**src/hw/tms_pkg.sv**
```systemverilog
/*
 * Constants shared by the timer 0 register block and its clock select.
 * Assumes a Wishbone bus with the register index in address bits 7:2.
 */
package tms_pkg;
	localparam int unsigned TMS_WIDTH   = 8;
	localparam int unsigned IRQ_COUNT   = 3;
	localparam int unsigned PRE_WIDTH   = 10;

	// Register indices, byte address is four times the index
	localparam logic [5:0] IDX_CTRL_B   = 6'h33;
	localparam logic [5:0] IDX_CTRL_A   = 6'h34;
	localparam logic [5:0] IDX_COUNT    = 6'h35;
	localparam logic [5:0] IDX_CMP_A    = 6'h36;
	localparam logic [5:0] IDX_FLAGS    = 6'h38;
	localparam logic [5:0] IDX_MASK     = 6'h39;
	localparam logic [5:0] IDX_CMP_B    = 6'h3c;

	// Control B fields
	localparam int unsigned CB_FORCE_A  = 7;
	localparam int unsigned CB_FORCE_B  = 6;
	localparam int unsigned CB_WAVE2    = 3;
	localparam int unsigned CB_CS_HI    = 2;
	// Control A fields
	localparam int unsigned CA_MODEA_LO = 6;
	localparam int unsigned CA_MODEB_LO = 4;
	localparam int unsigned CA_WAVE_HI  = 1;
	// Flag and mask bit positions
	localparam int unsigned IRQ_OVF     = 0;
	localparam int unsigned IRQ_CMPA    = 1;
	localparam int unsigned IRQ_CMPB    = 2;

	localparam logic [2:0] RST_CS       = 3'h0;
	localparam logic [1:0] RST_WAVE     = 2'h0;
	localparam logic [2:0] RST_IRQ      = 3'h0;

	// Clock select codes
	localparam logic [2:0] CS_STOP      = 3'h0;
	localparam logic [2:0] CS_DIV1      = 3'h1;
	localparam logic [2:0] CS_DIV8      = 3'h2;
	localparam logic [2:0] CS_DIV64     = 3'h3;
	localparam logic [2:0] CS_DIV256    = 3'h4;
	localparam logic [2:0] CS_DIV1024   = 3'h5;
	localparam logic [2:0] CS_EXT_FALL  = 3'h6;
	localparam logic [2:0] CS_EXT_RISE  = 3'h7;
	// Prescaler masks: tick when all masked bits are set
	localparam logic [PRE_WIDTH-1:0] PRE_MASK8    = 10'h007;
	localparam logic [PRE_WIDTH-1:0] PRE_MASK64   = 10'h03f;
	localparam logic [PRE_WIDTH-1:0] PRE_MASK256  = 10'h0ff;
	localparam logic [PRE_WIDTH-1:0] PRE_MASK1024 = 10'h3ff;

	// Waveform generation modes
	localparam logic [2:0] WM_NORMAL    = 3'h0;
	localparam logic [2:0] WM_PC_MAX    = 3'h1;
	localparam logic [2:0] WM_CTC       = 3'h2;
	localparam logic [2:0] WM_FAST_MAX  = 3'h3;
	localparam logic [2:0] WM_PC_TOP    = 3'h5;
	localparam logic [2:0] WM_FAST_TOP  = 3'h7;

	// Compare output modes
	localparam logic [1:0] OM_OFF       = 2'h0;
	localparam logic [1:0] OM_TOGGLE    = 2'h1;
	localparam logic [1:0] OM_CLEAR     = 2'h2;
	localparam logic [1:0] OM_SET       = 2'h3;
endpackage

```
**src/hw/tms_clock_select.sv**
```systemverilog
/*
 * Timer clock select: prescaler taps and count pin edge detect.
 * Assumes a synchronised reset; the count pin is asynchronous.
 */
`timescale 1ns/10ps
module tms_clock_select
	import tms_pkg::*;
(
	// Clock and reset
	input  wire logic       clock,
	input  wire logic       rstN,
	// Control
	input  wire logic [2:0] clockSelect,
	input  wire logic       extCountPin,
	// Count enable pulse
	output logic            tick
);
	logic [PRE_WIDTH-1:0] preQ;
	logic [2:0]           pinSyncQ;
	logic                 pinRise;
	logic                 pinFall;

	// Free running; taps are shared so switching divisors has no reset
	always_ff @(posedge clock or negedge rstN) begin
		if (!rstN) begin
			preQ <= '0;
		end else begin
			preQ <= preQ + 1'b1;
		end
	end

	// Stage 2 and 3 only feed the edge detect
	always_ff @(posedge clock or negedge rstN) begin
		if (!rstN) begin
			pinSyncQ <= 3'h0;
		end else begin
			pinSyncQ <= {pinSyncQ[1:0], extCountPin};
		end
	end

	assign pinRise = pinSyncQ[1] & ~pinSyncQ[2];
	assign pinFall = ~pinSyncQ[1] & pinSyncQ[2];

	always_comb begin
		unique case (clockSelect)
			CS_STOP:     tick = 1'b0;
			CS_DIV1:     tick = 1'b1;
			CS_DIV8:     tick = &(preQ | ~PRE_MASK8);
			CS_DIV64:    tick = &(preQ | ~PRE_MASK64);
			CS_DIV256:   tick = &(preQ | ~PRE_MASK256);
			CS_DIV1024:  tick = &(preQ | ~PRE_MASK1024);
			CS_EXT_FALL: tick = pinFall;
			CS_EXT_RISE: tick = pinRise;
		endcase
	end
endmodule

```
**src/hw/tms_timer0.sv**
```systemverilog
/*
 * Timer 0 counter, compare, flag and mask logic with a Wishbone
 * classic slave. Assumes the CPU supplies a global interrupt enable
 * and one acknowledge pulse per vector taken, on the same clock.
 */
// Local design decision: the Wishbone slave port.
`timescale 1ns/10ps
module tms_timer0
	import tms_pkg::*;
#(
	parameter int unsigned WIDTH = TMS_WIDTH
)
(
	// Clock and reset
	input  wire logic                 clock,
	input  wire logic                 nrst,
	// Wishbone slave
	input  wire logic                 wbCyc,
	input  wire logic                 wbStb,
	input  wire logic                 wbWe,
	input  wire logic [7:0]           wbAdr,
	input  wire logic [3:0]           wbSel,
	input  wire logic [31:0]          wbWrData,
	output logic      [31:0]          wbRdData,
	output logic                      wbAck,
	// External count pin
	input  wire logic                 extCountPin,
	// Compare outputs
	output logic                      compareOutA,
	output logic                      compareOutB,
	output logic                      compareOutAEn,
	output logic                      compareOutBEn,
	// Interrupt controller
	input  wire logic                 globalIrqEnable,
	input  wire logic [IRQ_COUNT-1:0] irqAck,
	output logic      [IRQ_COUNT-1:0] irqReq
);
	localparam logic [WIDTH-1:0] CNT_MAX    = '1;
	localparam logic [WIDTH-1:0] CNT_BOTTOM = '0;

	if (WIDTH < 2 || WIDTH > 8) begin : g_badWidth
		$error("tms_timer0: WIDTH must be 2 to 8");
	end

	////////////////////////////////////////////////////////////////////
	// Reset release

	logic [1:0] rstPipeQ;
	logic       rstN;

	always_ff @(posedge clock or negedge nrst) begin
		if (!nrst) begin
			rstPipeQ <= 2'h0;
		end else begin
			rstPipeQ <= {rstPipeQ[0], 1'b1};
		end
	end

	assign rstN = rstPipeQ[1];

	////////////////////////////////////////////////////////////////////
	// Bus decode

	logic                 ackQ;
	logic [31:0]          rdDataQ;
	logic [31:0]          readData;
	logic                 busReq;
	logic                 busWr;
	logic [5:0]           wbIdx;
	logic [7:0]           wrByte;

	logic [2:0]           clockSelQ;
	logic                 wave2Q;
	logic [1:0]           wave10Q;
	logic [1:0]           outModeQ [2];
	logic [WIDTH-1:0]     cntQ;
	logic [WIDTH-1:0]     ocrQ [2];
	logic [IRQ_COUNT-1:0] flagsQ;
	logic [IRQ_COUNT-1:0] maskQ;

	assign busReq = wbCyc & wbStb & ~ackQ;
	assign busWr  = busReq & wbWe & wbSel[0];
	assign wbIdx  = wbAdr[7:2];
	assign wrByte = wbWrData[7:0];

	// Force bits and reserved bits are never stored
	always_comb begin
		readData = 32'h0;
		case (wbIdx)
			IDX_CTRL_B: readData = 32'({wave2Q, clockSelQ});
			IDX_CTRL_A: readData = 32'({outModeQ[0], outModeQ[1], 2'h0, wave10Q});
			IDX_COUNT:  readData = 32'(cntQ);
			IDX_CMP_A:  readData = 32'(ocrQ[0]);
			IDX_CMP_B:  readData = 32'(ocrQ[1]);
			IDX_FLAGS:  readData = 32'(flagsQ);
			IDX_MASK:   readData = 32'(maskQ);
			default:    readData = 32'h0;
		endcase
	end

	// One wait state; unmapped addresses still answer with zero
	always_ff @(posedge clock or negedge rstN) begin
		if (!rstN) begin
			ackQ    <= 1'b0;
			rdDataQ <= 32'h0;
		end else begin
			ackQ    <= busReq;
			rdDataQ <= busReq ? readData : 32'h0;
		end
	end

	assign wbAck    = ackQ;
	assign wbRdData = rdDataQ;

	////////////////////////////////////////////////////////////////////
	// Control registers

	logic wrCtrlB;
	logic wrCtrlA;
	logic wrCount;

	assign wrCtrlB = busWr & (wbIdx == IDX_CTRL_B);
	assign wrCtrlA = busWr & (wbIdx == IDX_CTRL_A);
	assign wrCount = busWr & (wbIdx == IDX_COUNT);

	always_ff @(posedge clock or negedge rstN) begin
		if (!rstN) begin
			clockSelQ   <= RST_CS;
			wave2Q      <= 1'b0;
			wave10Q     <= RST_WAVE;
			outModeQ[0] <= OM_OFF;
			outModeQ[1] <= OM_OFF;
			maskQ       <= RST_IRQ;
		end else begin
			if (wrCtrlB) begin
				clockSelQ <= wrByte[CB_CS_HI:0];
				wave2Q    <= wrByte[CB_WAVE2];
			end
			if (wrCtrlA) begin
				outModeQ[0] <= wrByte[CA_MODEA_LO+:2];
				outModeQ[1] <= wrByte[CA_MODEB_LO+:2];
				wave10Q     <= wrByte[CA_WAVE_HI:0];
			end
			if (busWr && wbIdx == IDX_MASK) begin
				maskQ <= wrByte[IRQ_COUNT-1:0];
			end
		end
	end

	always_ff @(posedge clock or negedge rstN) begin
		if (!rstN) begin
			ocrQ[0] <= '0;
			ocrQ[1] <= '0;
		end else begin
			// Compare values update at once in every mode
			if (busWr && wbIdx == IDX_CMP_A) begin
				ocrQ[0] <= wrByte[WIDTH-1:0];
			end
			if (busWr && wbIdx == IDX_CMP_B) begin
				ocrQ[1] <= wrByte[WIDTH-1:0];
			end
		end
	end

	////////////////////////////////////////////////////////////////////
	// Mode decode and timer clock

	logic [2:0]       waveMode;
	logic             nonPwm;
	logic             phaseCorrect;
	logic             fastPwm;
	logic [WIDTH-1:0] topValue;
	logic             tick;
	logic [1:0]       forcePulse;

	assign waveMode     = {wave2Q, wave10Q};
	assign nonPwm       = (waveMode == WM_NORMAL) | (waveMode == WM_CTC);
	assign phaseCorrect = (waveMode == WM_PC_MAX) | (waveMode == WM_PC_TOP);
	assign fastPwm      = (waveMode == WM_FAST_MAX) | (waveMode == WM_FAST_TOP);
	assign topValue     = (wave2Q | waveMode == WM_CTC) ? ocrQ[0] : CNT_MAX;

	// Pulse only in the accepting cycle, nothing kept
	assign forcePulse[0] = wrCtrlB & wrByte[CB_FORCE_A] & nonPwm;
	assign forcePulse[1] = wrCtrlB & wrByte[CB_FORCE_B] & nonPwm;

	tms_clock_select u_clockSelect (
		.clock       (clock),
		.rstN        (rstN),
		.clockSelect (clockSelQ),
		.extCountPin (extCountPin),
		.tick        (tick)
	);

	////////////////////////////////////////////////////////////////////
	// Counter

	logic             downQ;
	logic             blockQ;
	logic [1:0]       match;
	logic             overflow;
	logic             wrapBottom;

	// Forced events never touch the counter
	always_ff @(posedge clock or negedge rstN) begin
		if (!rstN) begin
			cntQ  <= '0;
			downQ <= 1'b0;
		end else if (wrCount) begin
			cntQ <= wrByte[WIDTH-1:0];
		end else if (tick) begin
			if (!phaseCorrect) begin
				downQ <= 1'b0;
				cntQ  <= (cntQ == topValue) ? CNT_BOTTOM : cntQ + 1'b1;
			end else if (!downQ) begin
				downQ <= (cntQ == topValue);
				cntQ  <= (cntQ == topValue) ? cntQ - 1'b1 : cntQ + 1'b1;
			end else begin
				downQ <= (cntQ != CNT_BOTTOM);
				cntQ  <= (cntQ == CNT_BOTTOM) ? cntQ + 1'b1 : cntQ - 1'b1;
			end
		end
	end

	// Blocks the match on the first tick after a counter write
	always_ff @(posedge clock or negedge rstN) begin
		if (!rstN) begin
			blockQ <= 1'b0;
		end else if (wrCount) begin
			blockQ <= 1'b1;
		end else if (tick) begin
			blockQ <= 1'b0;
		end
	end

	assign match[0] = tick & ~wrCount & ~blockQ & (cntQ == ocrQ[0]);
	assign match[1] = tick & ~wrCount & ~blockQ & (cntQ == ocrQ[1]);

	// Overflow point follows the wave mode
	always_comb begin
		overflow = 1'b0;
		if (tick && !wrCount) begin
			if (phaseCorrect) begin
				overflow = (cntQ == CNT_BOTTOM);
			end else if (waveMode == WM_FAST_TOP) begin
				overflow = (cntQ == topValue);
			end else begin
				overflow = (cntQ == CNT_MAX);
			end
		end
	end

	assign wrapBottom = tick & ~wrCount & fastPwm & (cntQ == topValue);

	////////////////////////////////////////////////////////////////////
	// Compare outputs

	logic [1:0] outQ;

	for (genvar ch = 0; ch < 2; ch++) begin : g_chan
		logic outD;

		// Bottom wins in fast PWM, so a compare at TOP leaves bottom action
		always_comb begin
			outD = outQ[ch];
			if (nonPwm) begin
				if (match[ch] || forcePulse[ch]) begin
					unique case (outModeQ[ch])
						OM_OFF:    outD = outQ[ch];
						OM_TOGGLE: outD = ~outQ[ch];
						OM_CLEAR:  outD = 1'b0;
						OM_SET:    outD = 1'b1;
					endcase
				end
			end else if (outModeQ[ch][1]) begin
				if (fastPwm && wrapBottom) begin
					outD = ~outModeQ[ch][0];
				end else if (match[ch]) begin
					outD = downQ ? ~outModeQ[ch][0] : outModeQ[ch][0];
				end
			end
		end

		always_ff @(posedge clock or negedge rstN) begin
			if (!rstN) begin
				outQ[ch] <= 1'b0;
			end else begin
				outQ[ch] <= outD;
			end
		end
	end

	assign compareOutA   = outQ[0];
	assign compareOutB   = outQ[1];
	assign compareOutAEn = (outModeQ[0] != OM_OFF);
	assign compareOutBEn = (outModeQ[1] != OM_OFF);

	////////////////////////////////////////////////////////////////////
	// Flags and requests

	logic [IRQ_COUNT-1:0] flagSet;
	logic [IRQ_COUNT-1:0] flagClr;
	logic [IRQ_COUNT-1:0] irqReqQ;

	assign flagSet[IRQ_OVF]  = overflow;
	assign flagSet[IRQ_CMPA] = match[0];
	assign flagSet[IRQ_CMPB] = match[1];

	// Write one or vector acknowledge clears
	assign flagClr = irqAck | ({IRQ_COUNT{busWr && wbIdx == IDX_FLAGS}} & wrByte[IRQ_COUNT-1:0]);

	// A new event in the clearing cycle is kept
	always_ff @(posedge clock or negedge rstN) begin
		if (!rstN) begin
			flagsQ <= RST_IRQ;
		end else begin
			flagsQ <= (flagsQ & ~flagClr) | flagSet;
		end
	end

	always_ff @(posedge clock or negedge rstN) begin
		if (!rstN) begin
			irqReqQ <= RST_IRQ;
		end else begin
			irqReqQ <= flagsQ & maskQ & {IRQ_COUNT{globalIrqEnable}};
		end
	end

	assign irqReq = irqReqQ;
endmodule
```
**config.mk**
```make
export PLATFORM = sky130hd
export DESIGN_NAME = tms_timer0
export DESIGN_NICKNAME = d
export VERILOG_FILES = /design/src/hw/tms_pkg.sv /design/src/hw/tms_clock_select.sv /design/src/hw/tms_timer0.sv
export SDC_FILE = /design/constraint.sdc
export NUM_CORES = 1
export LEC_CHECK = 0
export BUFFER_PORTS_ARGS = -buffer_cell sky130_fd_sc_hd__buf_2
export CAP_MARGIN = 20
export CORE_ASPECT_RATIO = 1.1
export CORE_UTILIZATION = 49
export DETAILED_ROUTE_END_ITERATION = 8
export PLACE_DENSITY = 0.76
export SKIP_CTS_REPAIR_TIMING = 1
export SKIP_LAST_GASP = 1
export SYNTH_ARGS = -nofsm -noshare
export SYNTH_HDL_FRONTEND = slang
export SYNTH_HIERARCHICAL = 1
export SYNTH_SLANG_ARGS = --single-unit
```
**constraint.sdc**
```tcl
create_clock -name clock -period 2.1 [get_ports clock]
set_clock_uncertainty 0.05 [all_clocks]
set_input_delay 0.42 -clock clock [delete_from_list [all_inputs] [get_ports clock]]
set_output_delay 0.42 -clock clock [all_outputs]
set_load 0.03 [all_outputs]
```
==> impl_results.md <==
* Unique masters post-synth at 67
* Initial Util at 51.6%
* Final net count at 617
* XOR/XNOR Fraction of Synth Area at 5.27%
* Hold Fails Final Rpt at 0
* Static Leakage at 2.59 nW
* Routed WL per cell at 18.1 um
* Critical path startpoint: u_clockSelect/preQ[0]$_DFF_PN0_
* Worst-path clk slew at 0.08 ns
* Clk_lat worst skew at 0.36 ns
* Crit path DAT at 3.16 ns
* Largest family of logic cells by synthesized area: simple AND/OR/NAND/NOR gates
* Worst Setup End Kind: flip-flop
* Final setup margin at -0.873 ns
* Combinational power share at 32.1%
* Avg Cell Area, Syn at 9.93 um^2
* Worst-path maximum fanout at 3
* Post-layout minimum cycle time at 2.97 ns
* Vias in the first global route at 3930
* Commonest non-fill, non-tap cell in the layout: buf_4
* # setup viols final at 15
* Post-Synth Adder-Cell Area at 1.51%
* CTS Root Cell: clkbuf_8
* Commonest non-fill, non-tap cells in the layout: buf_4, dfrtp_1, buf_2, nand2_1, mux2_2
* Internal power at 2.65 mW
* Final instance area at 5430 um^2
* Least-Margin Pin Slew at 0.789 ns
* CTS Sinks at 71
* Mapped Cells at 418
* Diodes inserted at 0
* Max stage delay on crit path at 0.46 ns
* Flop-to-flop setup slack at -0.87 ns
* Sw Ratio at 35.1%
* Cell area after placement at 5130 um^2
* Worst path cell trace: ha_2, and4_4, or4b_4, a211oi_2, buf_4, o41ai_4, nor4_4, a31oi_1, a21o_1, a31o_1, o32a_1
* Clock Tree Buf Depth at 2
* DRT antenna net count at 0
* Most Crowded Layer GR: met2
* FP Rows at 34
* Sequential Power Share at 38.1%
* Post-Synth Simple-Gate Area at 17.1%
* Failing checks: negative setup slack
* Gr ovfl total at 0
* CTS buffer count at 9
* RSZ-0062 raised after global routing: true
* Critical path launch point type: flip-flop
* Met2 GRT Util at 47.9%
* Die height at 98.5 um
* DRT Pass-1 Iters at 8
* Top-Level Pins at 94
* Max Cap Viol at 0
* Total power at 4.09 mW
* Yosys warning count at 6
* Worst VDD drop at 0.000438 V
* Overall Global Routing Usage at 28.5%
* Fmax at 336 MHz
* CP top delay family: compound AO/OA/AOI/OAI gates
* Via count at 3874
* H-Tree Depth at 3
* Post-place setup slack at -0.916 ns
* Iteration-0 DRC count of the detailed router at 472
* Via/cell ratio at 5.77
* Complex-gate fraction of the synthesized area at 16.9%
* Clock share of power at 29.7%
* Hold wc startpoint: extCountPin
* Count of pins over their slew limit at 0
* Critical Path RT at 2.29 ns
* Total wire length at 12200 um
* Fin crit share at 142%
* Async set-or-reset flop fraction in the synthesized netlist at 100%
* PwrDens at 752 nW/um^2
* Critical path class: flip-flop to flip-flop
* # DRC at 0
* Mapped Area at 4150 um^2
* Met1 Usage GRT at 35.3%
* Worst r2r src: u_clockSelect/preQ[0]$_DFF_PN0_
* DP HPWL at 9170 um
* IO buf count at 40
* Mux cell area share after synthesis at 8.32%
* CTS tree: done
* Layout cells sized above 1 at 37.1%
* Net switching power at 1.43 mW
* Global Route met3 Usage at 5.48%
* Largest net degree at the start of global routing at 70
* Initial antenna violation count at 0
* Min-delay worst type: primary input to flip-flop
* Post-Route Setup TNS at -6.94 ns
* First-pass GRT wire length at 19500 um
* Status: finished, violations left
* Worst Path Buf+Inv at 1
* Leading register cell type out of synthesis: dfrtp_1
* Sequential-to-total area share from yosys stat at 42.8%
* Core Region at 8040 um^2
* EDFF count, synth at 0
* Area Overhead vs Synth at 30.8%
* Crit-path slowest cell: or4b_4
* GP Congestion at 0.967
* FF+latch count, synth at 71
* Rel. slew slack at 47.3%
* Die area at 8840 um^2
* Die Width at 89.8 um
==> per-stage QoR <==
stage / hold slack (ns) / utilization [%] / instances
final: 0.123 / 67.5 / 671
after global routing: 0.0964 / 67.5 / 671
after CTS: -0.218 / 66.5 / 668
after detailed placement: 0.156 / 63.9 / 652
after global placement: 0.155 / 63.9 / 652
after floorplan: 0.0744 / - / 441
==> registers in the layout, summed over array words and instances, names as in the netlist <==
name                    count
ocrQ                       16
u_clockSelect/preQ         10
cntQ                        8
wbRdData                    8
outModeQ                    4
clockSelQ                   3
flagsQ                      3
irqReq                      3
maskQ                       3
u_clockSelect/pinSyncQ      3
rstPipeQ                    2
wave10Q                     2
blockQ                      1
compareOutA                 1
compareOutB                 1
downQ                       1
wave2Q                      1
wbAck                       1
==> worst register-to-register path, delay by kind of cell (launching register included) <==
kind,cells,cell delay [ns]
compound gates,6,1.20
fa+ha+maj,1,0.19
flops,1,0.37
simple gates,3,0.88
buf+inv,1,0.17
==> power by group through the flow <==
stage	logic, mW	clock network [mW]	registers [mW]
final	1.31	1.22	1.56
after global routing	1.42	1.28	1.57
after CTS	1.28	1.21	1.55
after detailed placement	1.28	0	1.58
after global placement	1.25	0	1.58
after floorplan	0.812	0	1.56
==> cells in the mapped netlist (4+ instances only) <==
cell,count,area [um^2]
nor4_1,4,25.0
mux2_2,28,315
a222oi_1,9,90.1
xnor2_1,21,184
xor2_1,4,35.0
or3_1,4,25.0
buf_4,25,188
nand3_1,19,95.1
inv_1,18,67.6
a21oi_1,20,100
and2_1,5,31.3
nand2b_1,5,31.3
a22oi_1,4,30.0
nand4_1,4,25.0
and3_1,6,37.5
a31oi_1,5,31.3
dfrtp_1,71,1780
nor3_1,10,50.1
nand3b_1,5,37.5
clkbuf_1,7,26.3
o21ai_0,12,60.1
nand2_1,38,143
ha_1,5,62.6
nor2_1,18,67.6
==> metal layers <==
metal | share of wire [%] | up-vias
li1 | - | 1771
met1 | 41 | 1889
met2 | 47 | 172
met3 | 7.6 | 42
met4 | 4.2 | 0
met5 | 0 | -
==> layout make-up <==
cell class,instances,area (um^2)
Clock inverter,6,75.1
Tap cell,108,135
Inverter,22,85.1
Sequential cell,71,1780
Multi-Input combinational cell,311,2210
Clock buffer,10,138
Fill cell,617,2610
Timing Repair Buffer,143,1000
==> final timing paths <==
path                       depth (start not counted)                                   to
max                                               11              compareOutB$_DFFE_PN0P_
min                                                1  u_clockSelect/pinSyncQ[0]$_DFF_PN0_
max reg2reg                                       11              compareOutB$_DFFE_PN0P_
min reg2reg                                        1                  irqReq[2]$_DFF_PN0_
max in group asynchronous                          1              compareOutB$_DFFE_PN0P_
min in group asynchronous                          1                  irqReq[2]$_DFF_PN0_
==> cell families (layout without fill, tap and decap cells) <==
| logic type | Yosys count | count (layout) |
|---|---|---|
| muxes | 31 | 31 |
| adders and majority gates | 5 | 5 |
| AOI/OAI and AO/OA | 93 | 93 |
| buffers and inverters | 59 | 181 |
| xor gates and xnor gates | 25 | 25 |
| other | 2 | 25 |
| DFF | 71 | 71 |
| and+or+nand+nor | 132 | 132 |
Power figures use the tool's default switching activity.
